## src/core/mac_mode_pkg.sv

```systemverilog
// Constants shared by the MAC mode and address filter control block
package mac_mode_pkg;

    // ------------------------------------------------------------------
    // Register map
    // ------------------------------------------------------------------
    localparam logic [11:0] ADDR_MODE_CONTROL = 12'h100;
    localparam logic [11:0] ADDR_STATION_HIGH = 12'h104;
    localparam logic [11:0] ADDR_STATION_LOW = 12'h108;
    localparam logic [11:0] ADDR_HASH_HIGH = 12'h10C;
    localparam logic [11:0] ADDR_HASH_LOW = 12'h110;
    localparam logic [11:0] ADDR_MODE_STATUS = 12'h200;

    // ------------------------------------------------------------------
    // Control field positions
    // ------------------------------------------------------------------
    localparam int BIT_RECEIVE_ALL = 31;
    localparam int BIT_DISABLE_OWN = 23;
    localparam int BIT_LOOPBACK = 21;
    localparam int BIT_FULL_DUPLEX = 20;
    localparam int BIT_PASS_MCAST = 19;
    localparam int BIT_PROMISCUOUS = 18;
    localparam int BIT_INVERSE = 17;
    localparam int BIT_PASS_BAD = 16;
    localparam int BIT_HASH_ONLY = 15;
    localparam int BIT_HASH_PERFECT = 13;
    localparam logic [31:0] CONTROL_WRITABLE = 32'h80BF_A000;

    // ------------------------------------------------------------------
    // Reset values
    // ------------------------------------------------------------------
    localparam logic RST_PROMISCUOUS = 1'b1;
    localparam logic RST_OTHER_MODE = 1'b0;
    localparam logic [47:0] RST_STATION = 48'h0;
    localparam logic [63:0] RST_HASH = 64'h0;

    // ------------------------------------------------------------------
    // Timing and hashing
    // ------------------------------------------------------------------
    localparam int CLK_PERIOD_NS = 10;
    localparam int LOOPBACK_SETTLE_NS = 10000;
    localparam int LB_SETTLE_CYCLES = LOOPBACK_SETTLE_NS / CLK_PERIOD_NS;
    localparam logic [31:0] CRC_POLY = 32'h04C1_1DB7;
    localparam logic [31:0] CRC_INIT = 32'hFFFF_FFFF;

endpackage

```

## src/core/mac_addr_filter.sv

```systemverilog
// Destination address checker: perfect, hash, multicast and promiscuous
`timescale 1ns/1ps
module mac_addr_filter (
    input wire logic clk,
    input wire logic resetn,
    input wire logic start,
    input wire logic [47:0] destAddr,
    input wire logic [47:0] stationAddr,
    input wire logic [63:0] hashTable,
    input wire logic promiscuous,
    input wire logic passAllMulticast,
    input wire logic inverseFilter,
    input wire logic hashOnlyFilter,
    input wire logic hashPerfectSelect,
    output logic filterPass
);
    import mac_mode_pkg::*;

    function automatic logic [5:0] hashIndex(input logic [47:0] addr);
        logic [31:0] crc;
        logic fb;
        crc = CRC_INIT;
        fb = 1'b0;
        for (int i = 0; i < 48; i++) begin
            fb = crc[31] ^ addr[i];
            crc = {crc[30:0], 1'b0} ^ (fb ? CRC_POLY : 32'h0000_0000);
        end
        return crc[31:26];
    endfunction

    logic multicast;
    logic perfectHit;
    logic hashHit;
    logic decision;

    assign multicast = destAddr[0];
    assign perfectHit = (destAddr == stationAddr);
    assign hashHit = hashTable[hashIndex(destAddr)];

    always_comb begin
        if (promiscuous) begin
            decision = 1'b1;
        end else if (multicast && passAllMulticast) begin
            decision = 1'b1;
        end else if (!hashPerfectSelect) begin
            decision = perfectHit ^ inverseFilter;
        end else if (multicast || hashOnlyFilter) begin
            decision = hashHit;
        end else begin
            decision = perfectHit;
        end
    end

    always_ff @(posedge clk or negedge resetn) begin
        if (!resetn) begin
            filterPass <= 1'b0;
        end else if (start) begin
            filterPass <= decision;
        end
    end

    property p_mcast_pass;
        @(posedge clk) disable iff (!resetn)
        (start && passAllMulticast && destAddr[0]) |=> filterPass;
    endproperty
    a_mcast_pass: assert property (p_mcast_pass)
        else $error("multicast frame not passed");

    property p_inverse;
        @(posedge clk) disable iff (!resetn)
        (start && !promiscuous && !hashPerfectSelect && inverseFilter
            && !(destAddr[0] && passAllMulticast))
        |=> (filterPass == ($past(destAddr) != $past(stationAddr)));
    endproperty
    a_inverse: assert property (p_inverse)
        else $error("inverse perfect filter wrong");

    property p_hash_only;
        @(posedge clk) disable iff (!resetn)
        (start && !promiscuous && hashPerfectSelect && hashOnlyFilter
            && !destAddr[0]) |=> (filterPass == $past(hashHit));
    endproperty
    a_hash_only: assert property (p_hash_only)
        else $error("hash-only individual address not hashed");

    property p_hash_ia_perfect;
        @(posedge clk) disable iff (!resetn)
        (start && !promiscuous && hashPerfectSelect && !hashOnlyFilter
            && !destAddr[0]) |=> (filterPass == $past(perfectHit));
    endproperty
    a_hash_ia_perfect: assert property (p_hash_ia_perfect)
        else $error("individual address not perfect filtered");

endmodule

```

## src/core/mac_rx_tx_mode_filter_control.sv

```systemverilog
// MAC receive/transmit mode control with APB registers and frame filtering
`timescale 1ns/1ps
module mac_rx_tx_mode_filter_control (
    input wire logic clk,
    input wire logic resetn,
    input wire logic [11:0] paddr,
    input wire logic psel,
    input wire logic penable,
    input wire logic pwrite,
    input wire logic [31:0] pwdata,
    output logic [31:0] prdata,
    output logic pready,
    output logic pslverr,
    input wire logic macTxEn,
    input wire logic [3:0] macTxd,
    input wire logic phyRxDv,
    input wire logic [3:0] phyRxd,
    output logic transmitEnableOut,
    output logic [3:0] phyTxd,
    output logic rxPathDv,
    output logic [3:0] rxPathD,
    input wire logic rxFrameStart,
    input wire logic [47:0] rxDestAddr,
    input wire logic rxFrameEnd,
    input wire logic rxFrameBad,
    output logic rxForward,
    output logic rxDiscard,
    output logic rxFilterPass,
    output logic fullDuplexOut,
    output logic loopbackActive
);
    import mac_mode_pkg::*;

    // ------------------------------------------------------------------
    // Software control state
    // ------------------------------------------------------------------
    logic receiveAll_reg;
    logic disableReceiveOwn_reg;
    logic loopbackSelect_reg;
    logic fullDuplex_reg;
    logic passAllMulticast_reg;
    logic promiscuous_reg;
    logic inverseFilter_reg;
    logic passBadFrames_reg;
    logic hashOnlyFilter_reg;
    logic hashPerfectSelect_reg;
    logic [47:0] stationAddr_reg;
    logic [63:0] hashTable_reg;

    // Settings frozen for the frame in flight
    logic appliedReceiveAll_reg;
    logic appliedDisableOwn_reg;
    logic appliedFullDuplex_reg;
    logic appliedPassBad_reg;

    logic loopbackActive_reg;
    logic [9:0] settleCount_reg;
    logic inFrame_reg;
    logic frameSawTx_reg;
    logic filterPass;
    logic loopbackEffective;
    logic sawTx;
    logic forwardDecision;

    logic [31:0] prdata_reg;
    logic [31:0] readMux;
    logic [31:0] controlValue;
    logic [31:0] statusValue;
    logic pslverr_reg;
    logic mapped;
    logic writeAccess;

    // ------------------------------------------------------------------
    // APB slave
    // ------------------------------------------------------------------
    assign mapped = (paddr == ADDR_MODE_CONTROL)
        || (paddr == ADDR_STATION_HIGH) || (paddr == ADDR_STATION_LOW)
        || (paddr == ADDR_HASH_HIGH) || (paddr == ADDR_HASH_LOW)
        || (paddr == ADDR_MODE_STATUS);
    assign writeAccess = psel && penable && pwrite && mapped;
    assign pready = psel && penable;
    assign prdata = prdata_reg;
    assign pslverr = pslverr_reg;

    always_comb begin
        controlValue = 32'h0000_0000;
        controlValue[BIT_RECEIVE_ALL] = receiveAll_reg;
        controlValue[BIT_DISABLE_OWN] = disableReceiveOwn_reg;
        controlValue[BIT_LOOPBACK] = loopbackSelect_reg;
        controlValue[BIT_FULL_DUPLEX] = fullDuplex_reg;
        controlValue[BIT_PASS_MCAST] = passAllMulticast_reg;
        controlValue[BIT_PROMISCUOUS] = promiscuous_reg;
        controlValue[BIT_INVERSE] = inverseFilter_reg;
        controlValue[BIT_PASS_BAD] = passBadFrames_reg;
        controlValue[BIT_HASH_ONLY] = hashOnlyFilter_reg;
        controlValue[BIT_HASH_PERFECT] = hashPerfectSelect_reg;
    end

    assign statusValue = {27'h0, fullDuplexOut, rxFilterPass, inFrame_reg,
        (loopbackSelect_reg != loopbackActive_reg), loopbackActive_reg};

    always_comb begin
        case (paddr)
            ADDR_MODE_CONTROL: begin
                readMux = controlValue;
            end
            ADDR_STATION_HIGH: begin
                readMux = {16'h0000, stationAddr_reg[47:32]};
            end
            ADDR_STATION_LOW: begin
                readMux = stationAddr_reg[31:0];
            end
            ADDR_HASH_HIGH: begin
                readMux = hashTable_reg[63:32];
            end
            ADDR_HASH_LOW: begin
                readMux = hashTable_reg[31:0];
            end
            ADDR_MODE_STATUS: begin
                readMux = statusValue;
            end
            default: begin
                readMux = 32'h0000_0000;
            end
        endcase
    end

    // Read data is captured in the setup cycle so it leaves a flop
    always_ff @(posedge clk or negedge resetn) begin
        if (!resetn) begin
            prdata_reg <= 32'h0000_0000;
            pslverr_reg <= 1'b0;
        end else if (psel && !penable) begin
            prdata_reg <= pwrite ? 32'h0000_0000 : readMux;
            pslverr_reg <= !mapped;
        end
    end

    always_ff @(posedge clk or negedge resetn) begin
        if (!resetn) begin
            receiveAll_reg <= RST_OTHER_MODE;
            disableReceiveOwn_reg <= RST_OTHER_MODE;
            loopbackSelect_reg <= RST_OTHER_MODE;
            fullDuplex_reg <= RST_OTHER_MODE;
            passAllMulticast_reg <= RST_OTHER_MODE;
            promiscuous_reg <= RST_PROMISCUOUS;
            inverseFilter_reg <= RST_OTHER_MODE;
            passBadFrames_reg <= RST_OTHER_MODE;
            hashOnlyFilter_reg <= RST_OTHER_MODE;
            hashPerfectSelect_reg <= RST_OTHER_MODE;
        end else if (writeAccess && paddr == ADDR_MODE_CONTROL) begin
            // Only defined fields are stored; reserved bits are dropped
            receiveAll_reg <= pwdata[BIT_RECEIVE_ALL];
            disableReceiveOwn_reg <= pwdata[BIT_DISABLE_OWN];
            loopbackSelect_reg <= pwdata[BIT_LOOPBACK];
            fullDuplex_reg <= pwdata[BIT_FULL_DUPLEX];
            passAllMulticast_reg <= pwdata[BIT_PASS_MCAST];
            promiscuous_reg <= pwdata[BIT_PROMISCUOUS];
            inverseFilter_reg <= pwdata[BIT_INVERSE];
            passBadFrames_reg <= pwdata[BIT_PASS_BAD];
            hashOnlyFilter_reg <= pwdata[BIT_HASH_ONLY];
            hashPerfectSelect_reg <= pwdata[BIT_HASH_PERFECT];
        end
    end

    always_ff @(posedge clk or negedge resetn) begin
        if (!resetn) begin
            stationAddr_reg <= RST_STATION;
            hashTable_reg <= RST_HASH;
        end else if (writeAccess) begin
            case (paddr)
                ADDR_STATION_HIGH: begin
                    stationAddr_reg[47:32] <= pwdata[15:0];
                end
                ADDR_STATION_LOW: begin
                    stationAddr_reg[31:0] <= pwdata;
                end
                ADDR_HASH_HIGH: begin
                    hashTable_reg[63:32] <= pwdata;
                end
                ADDR_HASH_LOW: begin
                    hashTable_reg[31:0] <= pwdata;
                end
                default: begin
                end
            endcase
        end
    end

    // ------------------------------------------------------------------
    // Frame-boundary application of settings
    // ------------------------------------------------------------------
    // Loading only between frames keeps a frame from seeing a half-applied
    // mode; the start cycle itself still loads, so the new frame gets it.
    always_ff @(posedge clk or negedge resetn) begin
        if (!resetn) begin
            appliedReceiveAll_reg <= RST_OTHER_MODE;
            appliedDisableOwn_reg <= RST_OTHER_MODE;
            appliedFullDuplex_reg <= RST_OTHER_MODE;
            appliedPassBad_reg <= RST_OTHER_MODE;
        end else if (!inFrame_reg) begin
            appliedReceiveAll_reg <= receiveAll_reg;
            appliedDisableOwn_reg <= disableReceiveOwn_reg;
            appliedFullDuplex_reg <= fullDuplex_reg;
            appliedPassBad_reg <= passBadFrames_reg;
        end
    end

    assign fullDuplexOut = appliedFullDuplex_reg;

    always_ff @(posedge clk or negedge resetn) begin
        if (!resetn) begin
            inFrame_reg <= 1'b0;
            frameSawTx_reg <= 1'b0;
        end else if (rxFrameStart) begin
            inFrame_reg <= 1'b1;
            frameSawTx_reg <= macTxEn;
        end else if (rxFrameEnd) begin
            inFrame_reg <= 1'b0;
            frameSawTx_reg <= 1'b0;
        end else if (inFrame_reg && macTxEn) begin
            frameSawTx_reg <= 1'b1;
        end
    end

    // ------------------------------------------------------------------
    // Loopback mode change
    // ------------------------------------------------------------------
    // The switch waits LB_SETTLE_CYCLES - 1 clocks, one short of the settle time,
    // before the old path gives way to the new one.
    always_ff @(posedge clk or negedge resetn) begin
        if (!resetn) begin
            loopbackActive_reg <= 1'b0;
            settleCount_reg <= 10'h000;
        end else if (loopbackSelect_reg == loopbackActive_reg) begin
            settleCount_reg <= 10'h000;
        end else if (settleCount_reg == 10'(LB_SETTLE_CYCLES - 2)) begin
            loopbackActive_reg <= loopbackSelect_reg;
            settleCount_reg <= 10'h000;
        end else begin
            settleCount_reg <= settleCount_reg + 10'h001;
        end
    end

    assign loopbackActive = loopbackActive_reg;
    // Loopback has no meaning in half duplex
    assign loopbackEffective = loopbackActive_reg && appliedFullDuplex_reg;

    // ------------------------------------------------------------------
    // MII path steering
    // ------------------------------------------------------------------
    always_ff @(posedge clk or negedge resetn) begin
        if (!resetn) begin
            transmitEnableOut <= 1'b0;
            phyTxd <= 4'h0;
            rxPathDv <= 1'b0;
            rxPathD <= 4'h0;
        end else if (loopbackEffective) begin
            transmitEnableOut <= 1'b0;
            phyTxd <= 4'h0;
            rxPathDv <= macTxEn;
            rxPathD <= macTxd;
        end else begin
            transmitEnableOut <= macTxEn;
            phyTxd <= macTxd;
            rxPathDv <= phyRxDv && !(appliedDisableOwn_reg && macTxEn);
            rxPathD <= phyRxd;
        end
    end

    // ------------------------------------------------------------------
    // Address filter and frame decision
    // ------------------------------------------------------------------
    mac_addr_filter filterUnit (
        .clk(clk),
        .resetn(resetn),
        .start(rxFrameStart),
        .destAddr(rxDestAddr),
        .stationAddr(stationAddr_reg),
        .hashTable(hashTable_reg),
        .promiscuous(promiscuous_reg),
        .passAllMulticast(passAllMulticast_reg),
        .inverseFilter(inverseFilter_reg),
        .hashOnlyFilter(hashOnlyFilter_reg),
        .hashPerfectSelect(hashPerfectSelect_reg),
        .filterPass(filterPass)
    );

    assign sawTx = frameSawTx_reg || macTxEn;
    // Receive-all overrides the filter but not own-frame or bad-frame drops
    assign forwardDecision = (filterPass || appliedReceiveAll_reg)
        && (!rxFrameBad || appliedPassBad_reg)
        && !(appliedDisableOwn_reg && sawTx);

    always_ff @(posedge clk or negedge resetn) begin
        if (!resetn) begin
            rxForward <= 1'b0;
            rxDiscard <= 1'b0;
            rxFilterPass <= 1'b0;
        end else begin
            rxForward <= rxFrameEnd && forwardDecision;
            rxDiscard <= rxFrameEnd && !forwardDecision;
            if (rxFrameEnd) begin
                rxFilterPass <= filterPass;
            end
        end
    end

    // ------------------------------------------------------------------
    // Checks
    // ------------------------------------------------------------------
    property p_receive_all;
        @(posedge clk) disable iff (!resetn)
        (rxFrameEnd && appliedReceiveAll_reg && !appliedDisableOwn_reg
            && !rxFrameBad) |=> (rxForward && !rxDiscard);
    endproperty
    a_receive_all: assert property (p_receive_all)
        else $error("receive-all frame not forwarded");

    property p_own_block;
        @(posedge clk) disable iff (!resetn)
        (rxFrameEnd && appliedDisableOwn_reg && sawTx)
        |=> (rxDiscard && !rxForward);
    endproperty
    a_own_block: assert property (p_own_block)
        else $error("own frame not dropped");

    property p_loopback_path;
        @(posedge clk) disable iff (!resetn)
        (loopbackEffective && macTxEn)
        |=> (rxPathDv && !transmitEnableOut && rxPathD == $past(macTxd));
    endproperty
    a_loopback_path: assert property (p_loopback_path)
        else $error("loopback frame reached the PHY or was lost");

    property p_loopback_settle;
        @(posedge clk) disable iff (!resetn)
        $changed(loopbackSelect_reg)
        |-> ##[1:1000] (loopbackActive_reg == loopbackSelect_reg);
    endproperty
    a_loopback_settle: assert property (p_loopback_settle)
        else $error("loopback change took too long");

    property p_full_duplex;
        @(posedge clk) disable iff (!resetn)
        (!inFrame_reg && !rxFrameStart && fullDuplex_reg) |=> fullDuplexOut;
    endproperty
    a_full_duplex: assert property (p_full_duplex)
        else $error("full duplex not applied between frames");

    property p_prom_reset;
        @(posedge clk) disable iff (!resetn)
        $rose(resetn) |-> controlValue[BIT_PROMISCUOUS];
    endproperty
    a_prom_reset: assert property (p_prom_reset)
        else $error("promiscuous not set after reset");

    property p_bad_drop;
        @(posedge clk) disable iff (!resetn)
        (rxFrameEnd && rxFrameBad && !appliedPassBad_reg) |=> rxDiscard;
    endproperty
    a_bad_drop: assert property (p_bad_drop)
        else $error("bad frame forwarded without pass-bad");

    property p_reserved_zero;
        @(posedge clk) disable iff (!resetn)
        (psel && penable && !pwrite && paddr == ADDR_MODE_CONTROL)
        |-> ((prdata & ~CONTROL_WRITABLE) == 32'h0000_0000);
    endproperty
    a_reserved_zero: assert property (p_reserved_zero)
        else $error("reserved control bit read nonzero");

    property p_frame_frozen;
        @(posedge clk) disable iff (!resetn)
        inFrame_reg |=> ($stable(appliedReceiveAll_reg)
            && $stable(appliedPassBad_reg) && $stable(appliedDisableOwn_reg));
    endproperty
    a_frame_frozen: assert property (p_frame_frozen)
        else $error("setting changed inside a frame");

endmodule

```

## config.mk

```make
export PLATFORM = sky130hd
export DESIGN_NAME = mac_rx_tx_mode_filter_control
export DESIGN_NICKNAME = d
export VERILOG_FILES = /design/src/core/mac_mode_pkg.sv /design/src/core/mac_addr_filter.sv /design/src/core/mac_rx_tx_mode_filter_control.sv
export SDC_FILE = /design/constraint.sdc
export NUM_CORES = 1
export LEC_CHECK = 0
export CAP_MARGIN = 20
export CORE_ASPECT_RATIO = 0.9
export CORE_MARGIN = 8
export CORE_UTILIZATION = 30
export CTS_CLUSTER_SIZE = 10
export DETAILED_ROUTE_END_ITERATION = 16
export DONT_BUFFER_PORTS = 1
export PLACE_DENSITY = 0.46
export SLEW_MARGIN = 10
export SYNTH_ARGS = -nofsm -noshare
export SYNTH_HDL_FRONTEND = slang
export SYNTH_SLANG_ARGS = --single-unit
```

## constraint.sdc

```tcl
create_clock -name clk -period 3.4 [get_ports clk]
set_clock_uncertainty 0.15 [all_clocks]
set_input_delay 0.17 -clock clk [delete_from_list [all_inputs] [get_ports clk]]
set_output_delay 0.17 -clock clk [all_outputs]
set_load 0.03 [all_outputs]
```

==> impl_metrics.yaml <==
floorplanning:
  die_h_um: 200
  ios: 159
  die-area_mm2: 0.0442
  coreArea_mm2: 0.0372
  die_w_um: 221
  initial_utilization_pct: 30.4
  row_count: 67
setup_path:
  cp_max_fo: 8
  required_ns: 3.56
  critPathArrivalTime_ns: 3.94
  r2r_end: "filterUnit.filterPass"
  r2r-start: "stationAddr_reg[27]"
  path_common_cell: "xnor2_2"
  start_kind: "input port"
  slowest_delay_ns: 0.57
  endpoint_kind: "flip-flop"
  r2r_slack_ns: 0.36
  cp_slowest_cell: "mux4_1"
  crit_type: "input port to flip-flop"
  critPathTopFamily: "XOR/XNOR gates"
  rr_worst_depth: 12
  crit_buf_inv: 1
  worstPathCellList: "xnor3_2 -> xnor2_4 -> xnor3_1 -> xnor2_2 -> xnor3_2 -> xnor2_2 -> xnor2_2 -> xnor2_4 -> buf_8 -> mux4_1 -> mux2i_1 -> mux2i_1 -> o211ai_1 -> o211ai_1"
cells_and_area:
  multiInputGateArea_mm2: 0.00684
  area_delta_synth_final_pct: 24.9
  fin_nets: 1121
  fillCellCount: 3636
  postLayoutCoreUtil_pct: 38.0
  largest_reg_flops: 64
  layout_common_cells: "dfrtp_1, mux2_2, buf_4, xor2_1, xnor2_1"
  mostFrequentLayoutCell: "dfrtp_1"
  num_antenna_cells: 0
  regArea_mm2: 0.00466
  drive_gt1_share_pct: 34.5
synthesis:
  synth.largest_area_cell: "dfrtp_1"
  ys_warn_count: 0
  synth_cell_types: 52
  synth_edf_count: 0
  synth-seq-area-share_pct: 41.1
  synthTopCellsByArea: "dfrtp_1, mux2_2, xnor3_1, xnor2_1, xor2_1"
  synth_cells: 873
  syn_area_per_cell_um2: 13.0
  yosysTopAreaCellShare_pct: 40.9
  syn_nets: 985
  netlist_area_mm2: 0.0113
  synth_ff_type: "dfrtp_1"
  async_flop_share_pct: 100
  postSynthRegisterBits: 186
clock_network:
  cts-root-buf: "clkbuf_16"
  clock-sinks: 186
  clk_latency_ns: 0.44
  htree_levels: 4
  clock_path_buffers: 2
  cts_hold_buffers: 49
  cts_tree: "yes"
  cts-buffers-inserted: 17
  clkSlewWorstSetupHoldPaths_ns: 0.08
detailed_routing:
  wirelength_mm: 38.5
  antenna_left: 0
  wl_per_cell_um: 25.6
  first_pass_iters: 6
  via_count: 7562
  drt_iter0_markers: 603
  drc: 0
  vias_per_cell: 5.02
sta:
  final_max_slew_viol_count: 0
  fmax_mhz: 265
  finalHoldViolCount: 186
  holdWs_ns: -0.698
  period_minus_slack_ns: 3.78
  worstMarginPinSlew_ns: 0.792
  setup_violations: 1
  fin_crit_sh_pct: 111
  setup_slack_ns: -0.376
  slew_headroom_pct: 47.2
  rsz0062_at_grt: "true"
global_route:
  grt_overflow: 0
  grt_pass1_vias: 7947
  grt_pass1_wl_mm: 57.0
  track_usage_pct: 17.3
  grt_max_degree: 187
  antenna_found_initial: 1
job:
  drv_cap: 0
placement:
  portBuffers: 0
  routabilityCongestion: 0.845
  dpl.hpwl_mm: 29.5
hold_path:
  hold_path.class: "input port to asynchronous set/reset pin"
run_status:
  status: "complete, but fails checks"
  violations: "negative hold slack, negative setup slack"
==> through the flow <==
step	cells	hold WS [ns]	setup slack (ns)	instance area (um^2)	TNS, ns
after floorplan	873	-0.276	-0.815	11600	-0.815
after global placement	1415	-0.257	-1.12	12800	-1.12
after detailed placement	1415	-0.258	-1.10	12800	-1.10
after CTS	1500	-0.731	-0.450	14000	-0.450
after global routing	1505	-0.726	-0.508	14100	-0.508
final	1505	-0.698	-0.376	14100	-0.376
==> worst register-to-register path, cell delays in order (launching register included) <==
cell           delay, ns
dfrtp_1             0.50
xor2_1              0.21
nor4_1              0.39
buf_4               0.19
nand4_1             0.11
nor3_1              0.21
buf_4               0.16
xor2_1              0.14
nor2_1              0.07
a21oi_1             0.12
o22ai_1             0.08
dlygate4sd3_1       0.57
o211ai_1            0.09
==> synth_stat cells (all sizes together) (3+ instances only) <==
| cell type | number |
|---|---|
| inv | 6 |
| buf | 23 |
| xor3 | 7 |
| xnor2 | 101 |
| mux4 | 15 |
| a21oi | 3 |
| mux2 | 134 |
| a222oi | 32 |
| o21ai | 27 |
| nor4 | 13 |
| nand2 | 53 |
| a22o | 7 |
| nand3 | 6 |
| and3 | 3 |
| mux2i | 9 |
| a22oi | 8 |
| a21boi | 17 |
| nor2 | 20 |
| and2 | 7 |
| dfrtp | 185 |
| xnor3 | 51 |
| nor3 | 6 |
| clkbuf | 26 |
| nand4 | 3 |
| xor2 | 86 |
==> how the worst max path moves through the flow <==
stage,startpoint,end,slack [ns],cells past startpoint
global route,rxDestAddr[12],filterUnit.filterPass,-0.51,14
detailed placement,rxDestAddr[6],filterUnit.filterPass,-1.10,14
finish,rxDestAddr[12],filterUnit.filterPass,-0.38,14
global placement,rxDestAddr[6],filterUnit.filterPass,-1.12,14
CTS,rxDestAddr[13],filterUnit.filterPass,-0.45,14
floorplan,rxDestAddr[7],filterUnit.filterPass,-0.82,15
==> kinds of logic (layout without fill, tap and decap cells) <==
kind of cell / Yosys count / count (layout) / synth area share, %
xor gates and xnor gates: 245 / 245 / 27.1
DFF: 186 / 186 / 41.1
muxes: 158 / 158 / 17.1
and+or+nand+nor: 122 / 122 / 5.15
AOI/OAI and AO/OA: 105 / 105 / 7.11
buffers and inverters: 55 / 204 / 2.20
adders and majority gates: 2 / 2 / 0.221
==> area by class of cell <==
type,count,share of cell area [%]
clock buffers,21,3.26
inverters,6,0.159
flip-flops and latches,186,32.9
clock inverters,11,0.991
well taps,483,4.27
repair buffers,166,10.1
multi-input cells,632,48.3
==> routing by layer <==
metal	up-vias	GRT usage, %	wire [um]
met1	3899	24.2	17800
met3	18	5.46	3030
met5	-	0	13
met4	2	2.60	303
li1	3436	-	-
met2	207	26.5	17400
==> timing repair <==
action / in CTS / in global routing
pin swaps: 5 / 14
endpoints found under the setup margin: 1 / 1
resized for setup: 10 / 12
hold endpoints to repair: 331 / 186
setup buffers: 4 / 5
Power is left out: the tool's default activity adds up to more than one toggle a clock period on the data nets, which glitch-free logic cannot reach.
